[src/common/ipr_defines.vh]
// Constants for the cascaded legacy interrupt router: register offsets,
// field layouts, reset values and timer figures.
// Assumes inclusion by bare name from the design files under src/.
`ifndef IPR_DEFINES_VH
`define IPR_DEFINES_VH

// Register byte offsets on the APB (each register is one aligned word)
`define IPR_OFF_ELS        8'h00
`define IPR_OFF_MASK       8'h04
`define IPR_OFF_ROUTE      8'h08
`define IPR_OFF_IRR        8'h0c
`define IPR_OFF_ISR        8'h10
`define IPR_OFF_ACK        8'h14
`define IPR_OFF_EOI        8'h18
`define IPR_OFF_TIMER      8'h1c
`define IPR_OFF_EVT_STAT   8'h20
`define IPR_OFF_EVT_MASK   8'h24

// Reset values
`define IPR_ELS_RST        16'h0000
`define IPR_MASK_RST       16'hffff
`define IPR_ROUTE_RST      32'h80808080
`define IPR_TIMER_RST      16'hffff
`define IPR_EVT_MASK_RST   3'h0

// Lines whose sensing may be changed (0, 1, 8 and 13 stay edge, 2 stays level)
`define IPR_ELS_WMASK      16'hdef8
// Lines that a PCI interrupt may be steered to (twelve of them)
`define IPR_ROUTE_OK       16'hdefa
// Lines fed from pins (line 0 is the timer, line 2 the cascade)
`define IPR_PIN_LINES      16'hfffa
// Edge-mode lines that request on a falling edge instead of a rising one
`define IPR_EDGE_LOW       16'h0100

// Route byte layout
`define IPR_RT_DIS_BIT     7
`define IPR_RT_IRQ_W       4

// Acknowledge word layout
`define IPR_ACK_VALID_BIT  8
`define IPR_SPURIOUS_IRQ   4'h7

// Cascade position on the primary controller
`define IPR_CASCADE_IDX    3'h2

// Event bits
`define IPR_EV_INT         0
`define IPR_EV_SPUR        1
`define IPR_EV_TICK        2
`define IPR_EV_W           3

// Timer input prescale (system clock cycles per timer count)
`define IPR_TMR_PRESCALE   168

`endif

[src/ipr_ctrl8.v]
// One eight-input priority interrupt controller slice with request latch,
// in-service bits, acknowledge and non-specific end of interrupt.
// Assumes requests are already synchronous to clk and active high.
`timescale 1ns/10ps
module ipr_ctrl8 (
    input  wire       clk,       // System clock
    input  wire       rst,       // Asynchronous reset, active high
    input  wire [7:0] req,       // Request levels, active high
    input  wire [7:0] edge_mode, // 1 = edge sensing, 0 = level sensing
    input  wire [7:0] mask,      // 1 = request masked
    input  wire       ack,       // Acknowledge pulse
    input  wire [2:0] ack_idx,   // Line being acknowledged
    input  wire       eoi,       // Non-specific end of interrupt pulse
    output wire [7:0] irr,       // Request register view
    output reg  [7:0] isr,       // In-service register
    output reg        int_req,   // Unmasked request above all in service
    output reg  [2:0] top_idx    // Highest priority pending line
);

    reg  [7:0] req_prev;         // Last request levels, for edge detection
    reg  [7:0] edge_latch;       // Latched edges awaiting acknowledge
    reg  [7:0] next_isr;         // In-service after this cycle's events
    reg  [7:0] clr_latch;        // Latch bits cleared by acknowledge
    reg  [3:0] isr_top;          // Lowest index in service, 8 when none
    reg        found;            // Priority search flag
    reg        eoi_done;         // Only one bit cleared per end of interrupt
    integer    i;                // Loop index, priority search
    integer    j;                // Loop index, end of interrupt scan

    // Edges seen this cycle on edge-mode lines
    wire [7:0] edge_seen = req & ~req_prev & edge_mode;

    // Classic latch
    // edge latched, level followed
    assign irr = (edge_mode & edge_latch) | (~edge_mode & req);

    // Priority resolution: index 0 is the highest
    always @* begin
        isr_top = 4'h8;
        top_idx = 3'h0;
        found   = 1'b0;
        for (i = 7; i >= 0; i = i - 1) begin
            if (isr[i]) begin
                isr_top = i[3:0];
            end
        end
        for (i = 7; i >= 0; i = i - 1) begin
            if (irr[i] && !mask[i]) begin
                top_idx = i[2:0];
                found   = 1'b1;
            end
        end
        // A request only interrupts when above everything in service
        int_req = found && ({1'b0, top_idx} < isr_top);
    end

    // Next in-service and latch clear terms
    always @* begin
        next_isr  = isr;
        clr_latch = 8'h00;
        eoi_done  = 1'b0;
        if (eoi) begin
            for (j = 0; j < 8; j = j + 1) begin
                if (next_isr[j] && !eoi_done) begin
                    next_isr[j] = 1'b0;
                    eoi_done    = 1'b1;
                end
            end
        end
        if (ack) begin
            next_isr[ack_idx]  = 1'b1;
            clr_latch[ack_idx] = 1'b1;
        end
    end

    // State update; a fresh edge in the acknowledge cycle is kept
    always @(posedge clk or posedge rst) begin
        if (rst) begin
            req_prev   <= 8'h00;
            edge_latch <= 8'h00;
            isr        <= 8'h00;
        end else begin
            req_prev   <= req;
            edge_latch <= ((edge_latch & ~clr_latch) | edge_seen) & edge_mode;
            isr        <= next_isr;
        end
    end

endmodule

[src/ipr_top.v]
// Cascaded pair of legacy interrupt controllers with PCI interrupt
// steering, an internal timer on line 0 and an APB register slave.
// Assumes ISA and PCI pins are asynchronous to MCLK; APB runs on MCLK.
//
// Our own choices: the register offsets and the APB interface to the registers.
`timescale 1ns/10ps
`include "ipr_defines.vh"

module ipr_top #(
    parameter PRESCALE = `IPR_TMR_PRESCALE     // Clock cycles per timer count
) (
    input  wire        MCLK,                   // System clock, 200 MHz
    input  wire        SYS_RST,                // Asynchronous reset, active high
    input  wire [15:0] IRQ_IN,                 // ISA request pins
    input  wire [3:0]  PCI_INT_N,              // pci_int_line_a..d, active low
    input  wire        PSEL,                   // APB select
    input  wire        PENABLE,                // APB access phase
    input  wire        PWRITE,                 // APB direction
    input  wire [7:0]  PADDR,                  // APB byte address
    input  wire [31:0] PWDATA,                 // APB write data
    output reg         PREADY,                 // APB ready
    output reg  [31:0] PRDATA,                 // APB read data
    output reg         PSLVERR,                // APB error on unmapped address
    output reg         INT_OUT,                // Cascade output to the processor
    output reg         EVT_IRQ                 // Event interrupt, level
);

    // Pin synchronisers
    reg  [15:0] isa_s1;                        // First stage, read only by isa_s2
    reg  [15:0] isa_s2;                        // Synchronised ISA pins
    reg  [3:0]  pci_s1;                        // First stage, read only by pci_s2
    reg  [3:0]  pci_s2;                        // Synchronised PCI pins

    // Software registers
    reg  [15:0] edge_level_select;             // 1 = level sensing
    reg  [15:0] irq_mask;                      // 1 = line masked
    reg  [31:0] route;                         // One byte per PCI line
    reg  [15:0] timer_reload;                  // Timer count reload
    reg  [`IPR_EV_W-1:0] evt_status;           // Sticky events
    reg  [`IPR_EV_W-1:0] evt_mask;             // 1 = event enabled

    // Timer state
    reg  [7:0]  pre_cnt;                       // Prescale divider
    reg  [15:0] tmr_cnt;                       // Timer counter
    reg         timer_out;                     // Square wave feeding line 0

    // Captured read state for side effects at completion
    reg  [2:0]  ack_p_idx;                     // Primary line to acknowledge
    reg  [2:0]  ack_s_idx;                     // Secondary line to acknowledge
    reg         ack_p_go;                      // Primary acknowledge pending
    reg         ack_s_go;                      // Secondary acknowledge pending
    reg  [`IPR_EV_W-1:0] evt_cap;              // Event bits returned by the read

    // Combinational helpers
    reg  [15:0] pci_hit;                       // Lines requested by PCI inputs
    reg  [31:0] rd_val;                        // Read mux
    reg         hit;                           // Address decoded
    reg  [`IPR_EV_W-1:0] ev_set;               // Events this cycle
    reg  [`IPR_EV_W-1:0] next_evt;             // Next event status
    integer     n;                             // Loop index
    integer     l;                             // Loop index

    // Controller outputs
    wire [7:0]  p_irr;                         // Primary request view
    wire [7:0]  p_isr;                         // Primary in service
    wire        p_int;                         // Primary interrupt
    wire [2:0]  p_top;                         // Primary top line
    wire [7:0]  s_irr;                         // Secondary request view
    wire [7:0]  s_isr;                         // Secondary in service
    wire        s_int;                         // Secondary interrupt into line 2
    wire [2:0]  s_top;                         // Secondary top line

    // Bus phases: capture in first access cycle, complete when ready seen
    wire acc  = PSEL & PENABLE;
    wire cap  = acc & ~PREADY;
    wire done = acc & PREADY;
    wire wr_done = done & PWRITE & hit;
    wire rd_ack  = done & ~PWRITE & (PADDR == `IPR_OFF_ACK);
    wire rd_evt  = done & ~PWRITE & (PADDR == `IPR_OFF_EVT_STAT);
    // A reload write restarts the count, else a long old count delays it
    wire tmr_load = wr_done & (PADDR == `IPR_OFF_TIMER);
    // Lines that a PCI input may reach, as an indexable vector
    wire [15:0] route_ok = `IPR_ROUTE_OK;

    wire [15:0] els_eff = edge_level_select & `IPR_ELS_WMASK;

    // Two-stage synchronisers on every pin input
    always @(posedge MCLK or posedge SYS_RST) begin
        if (SYS_RST) begin
            // Idle pin levels, so line 8 sees no false edge after reset
            isa_s1 <= `IPR_EDGE_LOW;
            isa_s2 <= `IPR_EDGE_LOW;
            pci_s1 <= 4'hf;
            pci_s2 <= 4'hf;
        end else begin
            isa_s1 <= IRQ_IN;
            isa_s2 <= isa_s1;
            pci_s1 <= PCI_INT_N;
            pci_s2 <= pci_s1;
        end
    end

    // PCI steering; a route to a reserved line is simply ignored
    always @* begin
        pci_hit = 16'h0000;
        for (n = 0; n < 4; n = n + 1) begin
            for (l = 0; l < 16; l = l + 1) begin
                if (!route[n*8+`IPR_RT_DIS_BIT] && !pci_s2[n] &&
                    route[n*8 +: `IPR_RT_IRQ_W] == l[3:0] && route_ok[l]) begin
                    pci_hit[l] = 1'b1;
                end
            end
        end
    end

    // Level lines request while low; edge lines on rising, line 8 on falling.
    // Routed PCI requests are levels, so software keeps those lines level; line 1 cannot be changed and stays edge.
    wire [15:0] isa_act  = (els_eff & ~isa_s2) | (~els_eff & (isa_s2 ^ `IPR_EDGE_LOW));
    wire [15:0] line_req = (isa_act & `IPR_PIN_LINES) | pci_hit;

    wire [7:0] p_req = {line_req[7:3], s_int, line_req[1], timer_out};

    ipr_ctrl8 u_primary (
        .clk       (MCLK),
        .rst       (SYS_RST),
        .req       (p_req),
        .edge_mode (~els_eff[7:0] & ~(8'h01 << `IPR_CASCADE_IDX)),
        .mask      (irq_mask[7:0]),
        .ack       (rd_ack & ack_p_go),
        .ack_idx   (ack_p_idx),
        .eoi       (wr_done & (PADDR == `IPR_OFF_EOI) & PWDATA[0]),
        .irr       (p_irr),
        .isr       (p_isr),
        .int_req   (p_int),
        .top_idx   (p_top)
    );

    ipr_ctrl8 u_secondary (
        .clk       (MCLK),
        .rst       (SYS_RST),
        .req       (line_req[15:8]),
        .edge_mode (~els_eff[15:8]),
        .mask      (irq_mask[15:8]),
        .ack       (rd_ack & ack_s_go),
        .ack_idx   (ack_s_idx),
        .eoi       (wr_done & (PADDR == `IPR_OFF_EOI) & PWDATA[1]),
        .irr       (s_irr),
        .isr       (s_isr),
        .int_req   (s_int),
        .top_idx   (s_top)
    );

    // Timer: prescaler enable, then a reloading counter toggling its output.
    // A reload of zero gives the longest period, as the counter wraps.
    always @(posedge MCLK or posedge SYS_RST) begin
        if (SYS_RST) begin
            pre_cnt   <= 8'h00;
            tmr_cnt   <= `IPR_TIMER_RST;
            timer_out <= 1'b0;
        end else if (tmr_load) begin
            // New reload takes effect at once
            pre_cnt <= 8'h00;
            tmr_cnt <= PWDATA[15:0];
        end else if (pre_cnt == PRESCALE[7:0] - 8'h01) begin
            pre_cnt <= 8'h00;
            if (tmr_cnt == 16'h0001 || tmr_cnt == 16'h0000 && timer_reload == 16'h0001) begin
                tmr_cnt   <= timer_reload;
                timer_out <= ~timer_out;
            end else begin
                tmr_cnt <= tmr_cnt - 16'h0001;
            end
        end else begin
            pre_cnt <= pre_cnt + 8'h01;
        end
    end

    // Read mux and address decode
    always @* begin
        hit    = 1'b1;
        rd_val = 32'h0000_0000;
        case (PADDR)
            `IPR_OFF_ELS:      rd_val = {16'h0000, els_eff};
            `IPR_OFF_MASK:     rd_val = {16'h0000, irq_mask};
            `IPR_OFF_ROUTE:    rd_val = route;
            `IPR_OFF_IRR:      rd_val = {16'h0000, s_irr, p_irr};
            `IPR_OFF_ISR:      rd_val = {16'h0000, s_isr, p_isr};
            `IPR_OFF_ACK: begin
                if (p_int && p_top == `IPR_CASCADE_IDX && s_int) begin
                    rd_val = {23'h000000, 1'b1, 4'h0, 1'b1, s_top};
                end else if (p_int && p_top != `IPR_CASCADE_IDX) begin
                    rd_val = {23'h000000, 1'b1, 5'h00, p_top};
                end else begin
                    // Nothing to serve: spurious answer, valid bit clear
                    rd_val = {28'h0000000, `IPR_SPURIOUS_IRQ};
                end
            end
            `IPR_OFF_EOI:      rd_val = 32'h0000_0000;
            `IPR_OFF_TIMER:    rd_val = {16'h0000, timer_reload};
            `IPR_OFF_EVT_STAT: rd_val = {29'h00000000, evt_status};
            `IPR_OFF_EVT_MASK: rd_val = {29'h00000000, evt_mask};
            default:           hit = 1'b0;
        endcase
    end

    // APB answer: ready one cycle into the access phase, data registered
    always @(posedge MCLK or posedge SYS_RST) begin
        if (SYS_RST) begin
            PREADY    <= 1'b0;
            PRDATA    <= 32'h0000_0000;
            PSLVERR   <= 1'b0;
            ack_p_go  <= 1'b0;
            ack_s_go  <= 1'b0;
            ack_p_idx <= 3'h0;
            ack_s_idx <= 3'h0;
            evt_cap   <= {`IPR_EV_W{1'b0}};
        end else begin
            PREADY <= cap;
            if (cap) begin
                PRDATA  <= PWRITE ? 32'h0000_0000 : rd_val;
                PSLVERR <= ~hit;
                // Freeze what the read returns so its side effect matches it
                ack_p_go  <= rd_val[`IPR_ACK_VALID_BIT];
                ack_s_go  <= rd_val[`IPR_ACK_VALID_BIT] & rd_val[3];
                ack_p_idx <= rd_val[3] ? `IPR_CASCADE_IDX : rd_val[2:0];
                ack_s_idx <= rd_val[2:0];
                evt_cap   <= evt_status;
            end else begin
                PSLVERR <= 1'b0;
            end
        end
    end

    // Software writes take effect at the completing edge
    always @(posedge MCLK or posedge SYS_RST) begin
        if (SYS_RST) begin
            edge_level_select <= `IPR_ELS_RST;
            irq_mask          <= `IPR_MASK_RST;
            route             <= `IPR_ROUTE_RST;
            timer_reload      <= `IPR_TIMER_RST;
            evt_mask          <= `IPR_EVT_MASK_RST;
        end else if (wr_done) begin
            case (PADDR)
                `IPR_OFF_ELS:      edge_level_select <= PWDATA[15:0] & `IPR_ELS_WMASK;
                `IPR_OFF_MASK:     irq_mask <= PWDATA[15:0];
                `IPR_OFF_ROUTE:    route <= PWDATA;
                `IPR_OFF_TIMER:    timer_reload <= PWDATA[15:0];
                `IPR_OFF_EVT_MASK: evt_mask <= PWDATA[`IPR_EV_W-1:0];
                default:           evt_mask <= evt_mask;
            endcase
        end
    end

    // Events: new interrupt, spurious acknowledge, timer rising edge
    always @* begin
        ev_set                = {`IPR_EV_W{1'b0}};
        ev_set[`IPR_EV_INT]   = p_int & ~INT_OUT;
        ev_set[`IPR_EV_SPUR]  = rd_ack & ~ack_p_go;
        ev_set[`IPR_EV_TICK]  = ~tmr_load & (pre_cnt == PRESCALE[7:0] - 8'h01) & ~timer_out &
                                (tmr_cnt == 16'h0001 || tmr_cnt == 16'h0000 &&
                                 timer_reload == 16'h0001);
        // A read clears only what it returned; a set in that cycle wins
        next_evt = (evt_status & ~(rd_evt ? evt_cap : {`IPR_EV_W{1'b0}})) | ev_set;
    end

    // Event status, level event output and cascade output
    always @(posedge MCLK or posedge SYS_RST) begin
        if (SYS_RST) begin
            evt_status <= {`IPR_EV_W{1'b0}};
            EVT_IRQ    <= 1'b0;
            INT_OUT    <= 1'b0;
        end else begin
            evt_status <= next_evt;
            EVT_IRQ    <= |(next_evt & evt_mask);
            INT_OUT    <= p_int;
        end
    end

endmodule

[config.mk]
export PLATFORM = sky130hd
export DESIGN_NAME = ipr_top
export DESIGN_NICKNAME = d
export VERILOG_FILES = /design/src/ipr_ctrl8.v /design/src/ipr_top.v
export VERILOG_INCLUDE_DIRS = /design/src /design/src/common
export SDC_FILE = /design/constraint.sdc
export NUM_CORES = 1
export LEC_CHECK = 0
export BUFFER_PORTS_ARGS = -buffer_cell sky130_fd_sc_hd__buf_2
export CORE_MARGIN = 2
export CORE_UTILIZATION = 40
export CTS_CLUSTER_DIAMETER = 100
export CTS_CLUSTER_SIZE = 10
export DETAILED_ROUTE_END_ITERATION = 8
export HOLD_SLACK_MARGIN = 0.12
export PLACE_DENSITY = 0.65
export REMOVE_ABC_BUFFERS = 1
export SYNTH_ARGS = -nofsm -noshare
export SYNTH_HDL_FRONTEND = slang
export SYNTH_SLANG_ARGS = --single-unit
[constraint.sdc]
create_clock -name MCLK -period 16.1 [get_ports MCLK]
set_input_delay 3.22 -clock MCLK [delete_from_list [all_inputs] [get_ports MCLK]]
set_output_delay 3.22 -clock MCLK [all_outputs]
set_load 0.01 [all_outputs]
After elaboration in Yosys (flattened, before gate mapping) --
Index checks and enable logic that the tools add are counted.
Operators by class: div/mod/pow operators 0, $add $sub $neg 2, multipliers 0, shift operators 0, bitwise gates (word level) 64, $lt $le $gt $ge 6, multiplexer cells 161, equality and inequality tests 62, reductions and logical operators 140
Operators by type and width (number):
- case mux 32 bit (9 select lines) | 1
- two-way mux 1 bit | 110
- AND 8 bit | 12
- equality test 4 bit, second input constant | 24
- logical AND 1 bit | 90
- equality test 4 x 3 -> 1 bit, second input constant | 16
- two-way mux 4 bit | 16
- two-way mux 8 bit | 8
- inverter 8 bit | 8
- two-way mux 3 bit | 18
- two-way mux 16 bit | 3
- OR 8 bit | 6
- zero test 1 bit | 38
- AND 16 bit | 2
- equality test 16 x 1 -> 1 bit, second input constant | 2
- equality test 8 x 5 -> 1 bit, second input constant | 4
- two-way mux 32 bit | 1
- inverter 16 bit | 2
- OR 16 bit | 2
- AND 1 bit | 20
- two-way mux 9 bit | 2
- equality test 4 x 1 -> 1 bit, second input constant | 4
- equality test 4 x 2 -> 1 bit, second input constant | 4
- equality test 8 x 4 -> 1 bit, second input constant | 2
- other kinds (23) | 40
Storage, ports and cells: word-level logic and storage cells 464, memory bits (writable) 0, bits in read-only memories 0, input bits 65, bits in latches 0, memories 0, output and inout bits 36, flip-flop bits (word level) 241

Depth between registers and ports, before layout --
word-level depth 39, depth in mapped cells 22, gate-level depth less buffers 20

Cells and area by module --
Synthesis repeated with hierarchy kept, for this count alone.
Unflattened totals: cells, all modules 1104, area, all modules 11528.6 um2
By module, submodules not included:
- ipr_top | cells an instance 827, area each 8933.6 um2, instances 1
- ipr_ctrl8 (u_primary) | cells an instance 139, area each 1306.3 um2, instances 1
- ipr_ctrl8 (u_secondary) | cells an instance 138, area each 1288.7 um2, instances 1

Least setup slack after synthesis --
No wires, ideal clock.
kind input-to-reg, from input port PADDR[1], to register u_secondary.isr[6], stages on the path 8, buffers on the path 1, setup slack 10342 ps, arrival 5636 ps, required time 15978 ps, library setup time 122 ps, path through or4_1 > buf_2 > a2111oi_4 > nand4_1 > or3_1 > or3_1 > or3_1 > a32o_1
Between the ends: word-level cells in the longest chain between the ends 9
Ends and longest elaborated chain:
- start, declared | line ipr_top.v:19 | input wire [7:0] PADDR,
- equality test 8 x 5 -> 1 bit (tied with other cells) | line ipr_top.v:181 | case (PADDR)
- OR reduction 10 bit (no source line)
- two-way mux 1 bit | line ipr_top.v:181
- AND 1 bit | line ipr_top.v:77 | wire wr_done = done & PWRITE & hit;
- AND 1 bit (2 in a row) | line ipr_top.v:146 | .eoi (wr_done & (PADDR == `IPR_OFF_EOI) & PWDATA[1]),
- two-way mux 8 bit | line ipr_ctrl8.v:62 | if (eoi) begin
- OR 8 bit (no source line)
- two-way mux 8 bit * | line ipr_ctrl8.v:70 | if (ack) begin
- net u_secondary.next_isr[6] | line ipr_ctrl8.v:22 | reg [7:0] next_isr;
- end signal, assigned | line ipr_ctrl8.v:85 | isr <= next_isr;
- end, declared | line ipr_ctrl8.v:15 | output reg [7:0] isr,
Mark *: on every way through the listed nets, which the timed path passes. The rest lies on a longest branch. A chain may end at the register's enable or synchronous reset.

Final worst setup path --
from input port PADDR[1], to register EVT_IRQ
Between the ends: word-level cells in the longest chain between the ends 12
Ends and longest elaborated chain:
- equality test 8 x 5 -> 1 bit (tied with other cells) | line ipr_top.v:181
- OR reduction 10 bit (no source line)
- two-way mux 1 bit | line ipr_top.v:181
- AND 1 bit | line ipr_top.v:77
- AND 1 bit | line ipr_top.v:81 | wire tmr_load = wr_done & (PADDR == `IPR_OFF_TIMER);
- inverter 1 bit | line ipr_top.v:258 | ev_set[`IPR_EV_TICK] = ~tmr_load & (pre_cnt == PRESCALE[7:0] - 8'h01) & ~timer_out &
- AND 1 bit (3 in a row) | line ipr_top.v:258
- OR 3 bit * | line ipr_top.v:262 | next_evt = (evt_status & ~(rd_evt ? evt_cap : {`IPR_EV_W{1'b0}})) | ev_set;
- net next_evt[2] | line ipr_top.v:59 | reg [`IPR_EV_W-1:0] next_evt;
- AND 3 bit * | line ipr_top.v:273 | EVT_IRQ <= |(next_evt & evt_mask);
- OR reduction 3 bit * | line ipr_top.v:273
- end signal, assigned | line ipr_top.v:273
- end, declared | line ipr_top.v:25 | output reg EVT_IRQ
Marks and branches as above.

==> impl_results.md <==
- Unrepaired setup endpoints after global routing: no
- Critical path start-end classification: input port to register
- Total congestion overflow: 0
- Number of enable-type register cells in the synthesized netlist: 0
- Net switching share of the total power: 0.2236
- Clock tree from TritonCTS: done
- Number of warning messages in the yosys log: 0
- Remaining number of nets flagged by the antenna check after routing: 0
- DRC violation total after the first TritonRoute iteration: between 800 and 900
- Clock Tree Root: clkbuf_16
- Final count of pins violating max slew: 0
- Cell Rows: 61
- Vias in the first global route: around 8.8k
- Max IR drop VDD: roughly 57 uV
- Outcome: completed
- Peak clock frequency supported by timing: 0.1442 GHz
- Final period utilization: 0.4307
- Average wire per standard cell: 20.27 um
- Data required time at the worst endpoint: between 15 and 20 ns
- Setup tns final: 0 ns
- Gate count of the mapped netlist: 1,082
- Capturing point of the worst reg2reg path: ack_s_go$_DFFE_PP0P_
- Port Buffers: about 100
- Fraction of synthesis flops using an asynchronous set or reset pin: 1.000
- Reg-to-reg setup timing slack: a little over 10 ns
- Portion of total power attributed to the clock network: 0.456
- Post-CTS resize count: 0
- Final Hold Violating Endpoints: 0
- Worst hold path endpoint: isa_s2[6]$_DFF_PP0_
- CTS Sinks: 235
- Clock latency on the worst-skew pair: approximately 0.53 ns
- Post-DR vias/cell: 5.748
- Net total in the final layout: roughly 1.2k
- Final setup vio count: 0
- P per Cell Area: 93.55 nW/um^2
- Cells on Worst Hold Path: 0
- Vias post-DR: roughly 9k
- Global-route wire length before repair: 49,690 um
- Part of the total power dissipated in sequential elements: 0.510
- Horizontal die dimension: between 150 and 200 um
- Boundary pin count: a little over 100
- Total leakage power: 5.702 nW
- Overall Global Routing Usage: 0.2192
- Relative contribution of combinational cells to total power: 0.034
- Register bit count reported by yosys: between 200 and 250
- Max-capacitance violation count: 0
- Wire length after detailed routing: 31,790 um
- Die Footprint: between 20,000 and 30,000 um^2
- Sequential element share of the synthesized area: 0.5336
- Commonest cells after routing, fill and taps aside: 173 x dfrtp_1, 145 x nand2_1, 98 x buf_2, 87 x nor2_1, 62 x dfstp_2
- CTS hold repair buffers: 0
- Int Power: 929.1 uW
- Height of the die: 171.1 um
- Clk buf depth: 3
- Reg2Reg Launch Point: route[3]$_DFFE_PP0P_
- Design Power: 1.197 mW
- DR pass1 iterations: 6
- Initial Util: 0.4042
- Number of antenna cells inserted: 0
- Worst Min Path Start: isa_s1[6]$_DFF_PP0_
- Maximum number of pins on one net before global-route repair: 93
- Most common cell after layout, fill and taps aside: dfrtp_1
- Synthesized area per cell: between 10 and 15 um^2
- Half-perimeter wire length after placement: 22,250 um
- Slew margin rel.: 0.2255
- Net switching power figure: approximately 270 uW
- Clock buffer count from CTS: 27
- Slew at the pin with the worst max-slew slack: ~1.2 ns
- Element type at the critical path start: input port
- Growth of design area from synthesis to finish: 14.54%
- Cell area after synthesis: 11,170 um^2
- Post-CTS Setup Repair Bufs: 0
- CTS H-tree depth: 1
- Count of filler cells inserted in the layout: ~2.7k
- Cell depth of the worst flop-to-flop path: 18
- Final period demand of the worst path: between 6 and 7 ns
- Initial antenna violation count: 0
- Clock transition at path regs: approximately 0.06 ns
- Nature of the critical path endpoint: register
- Flip-flop cell with the highest count after synthesis: dfrtp_1
- Final estimated routing congestion in global placement: 0.9399
- DRC: 0
- Worst Path Max Fanout: 34
- Distinct cells, synth: 75
- Clock Skew: approximately 0.020 ns
- Crit path arrival time: 7.35 ns
- Hold Crit Class: register to register
- Share of layout cells above drive strength 1: 0.2311
- Std-Cell Core Area: ~28,000 um^2
[stage by stage]
step / util / cells / cell area, um^2 / hold WS [ns] / worst slack (ns)
after global routing: 0.4630 / 1568 / 12790 / 0.3512 / 8.810
after floorplan: - / 1033 / 10980 / 0.3312 / 6.536
after detailed placement: 0.4354 / 1519 / 12030 / 0.3347 / 8.655
final: 0.4630 / 1568 / 12790 / 0.3451 / 9.166
after CTS: 0.4630 / 1568 / 12790 / 0.3454 / 9.196
after global placement: 0.4354 / 1519 / 12030 / 0.3322 / 8.656
[synthesized netlist by cell type (all sizes together) (7+ instances only)]
cell / instances / area (um^2)
dfrtp: 173 / 4329
nand2: 145 / 544.3
nor2: 87 / 326.6
dfstp: 62 / 1629
mux2: 61 / 686.9
o21ai: 58 / 290.3
a21oi: 42 / 210.2
clkbuf: 39 / 146.4
a22o: 34 / 297.8
a22oi: 32 / 240.2
inv: 32 / 120.1
nand3: 22 / 110.1
nor3: 18 / 95.09
nor2b: 17 / 106.4
nand2b: 16 / 100.1
or3: 16 / 100.1
o31ai: 14 / 105.1
and2: 12 / 75.07
and3: 12 / 75.07
o22ai: 11 / 68.82
buf: 10 / 43.79
xor2: 10 / 87.58
nor4: 9 / 56.30
nor4b: 9 / 78.83
o211ai: 9 / 67.56
a221oi: 8 / 70.07
a31oi: 8 / 50.05
a211oi: 7 / 52.55
a32o: 7 / 70.07
ha: 7 / 87.58
or4: 7 / 52.55
[how the worst max path moves through the flow]
stage	from	slack (ns)	cells after the start	to
finish	PADDR[1]	9.17	9	EVT_IRQ$_DFF_PP0_
global route	PADDR[1]	8.81	9	EVT_IRQ$_DFF_PP0_
CTS	PADDR[1]	9.20	9	EVT_IRQ$_DFF_PP0_
detailed placement	PADDR[1]	8.66	9	EVT_IRQ$_DFF_PP0_
global placement	PADDR[1]	8.66	9	EVT_IRQ$_DFF_PP0_
floorplan	SYS_RST	6.54	1	EVT_IRQ$_DFF_PP0_
[power groups by stage]
stage,sequential (mW),clock [mW],combinational (mW)
2_1_floorplan,0.618,0,0.0205
3_3_place_gp,0.619,0,0.0408
3_5_place_dp,0.619,0,0.0414
4_1_cts,0.610,0.559,0.0416
5_1_grt,0.611,0.583,0.0468
6_report,0.610,0.546,0.0407
[final cells by class]
class                           instances  area (um^2)  share of cell area
Timing Repair Buffer                  108        565.5             0.04421
Inverter                               32        127.6            0.009977
Sequential cell                       235         5958              0.4658
Tap cell                              378        473.0             0.03698
Clock buffer                           48        754.5             0.05898
Clock inverter                          1        7.507           0.0005869
Multi-Input combinational cell        766         4905              0.3834
[cells by family after synthesis]
group | Yosys count | synth area share
buf+inv | 81 | 0.02779
mux | 61 | 0.06151
simple gates | 396 | 0.1727
flops | 235 | 0.5336
xor+xnor | 16 | 0.01255
compound gates | 286 | 0.1841
fa+ha+maj | 7 | 0.007843
[routing by layer]
metal	wire length (um)	GRT usage	share of wire	vias up
met5	0	0	0	-
met4	971	0.07553	0.031	0
met3	2175	0.03632	0.068	61
met2	14890	0.3529	0.47	322
met1	13750	0.3007	0.43	4484
li1	-	-	-	4146
[registers in the layout, summed over array words and instances (netlist names), 4 cells and up]
register and count:
u_primary.isr 8, pre_cnt 8, route 32, tmr_cnt 16
pci_s2 4, u_secondary.req_prev 8, PRDATA 32, u_primary.req_prev 7
u_secondary.isr 8, edge_level_select 11, isa_s2 14, timer_reload 16
pci_s1 4, u_secondary.edge_latch 8, isa_s1 14, u_primary.edge_latch 7
irq_mask 16
[critical path: stages]
cell     delay, ns
buf_2         0.11
or4_1         0.69
nor3b_1       0.49
and3_1        0.83
and2_1        1.01
nor3_1        0.38
a22o_1        0.29
a22o_1        0.18
a21o_1        0.15
(Power assumes the default switching activity.)
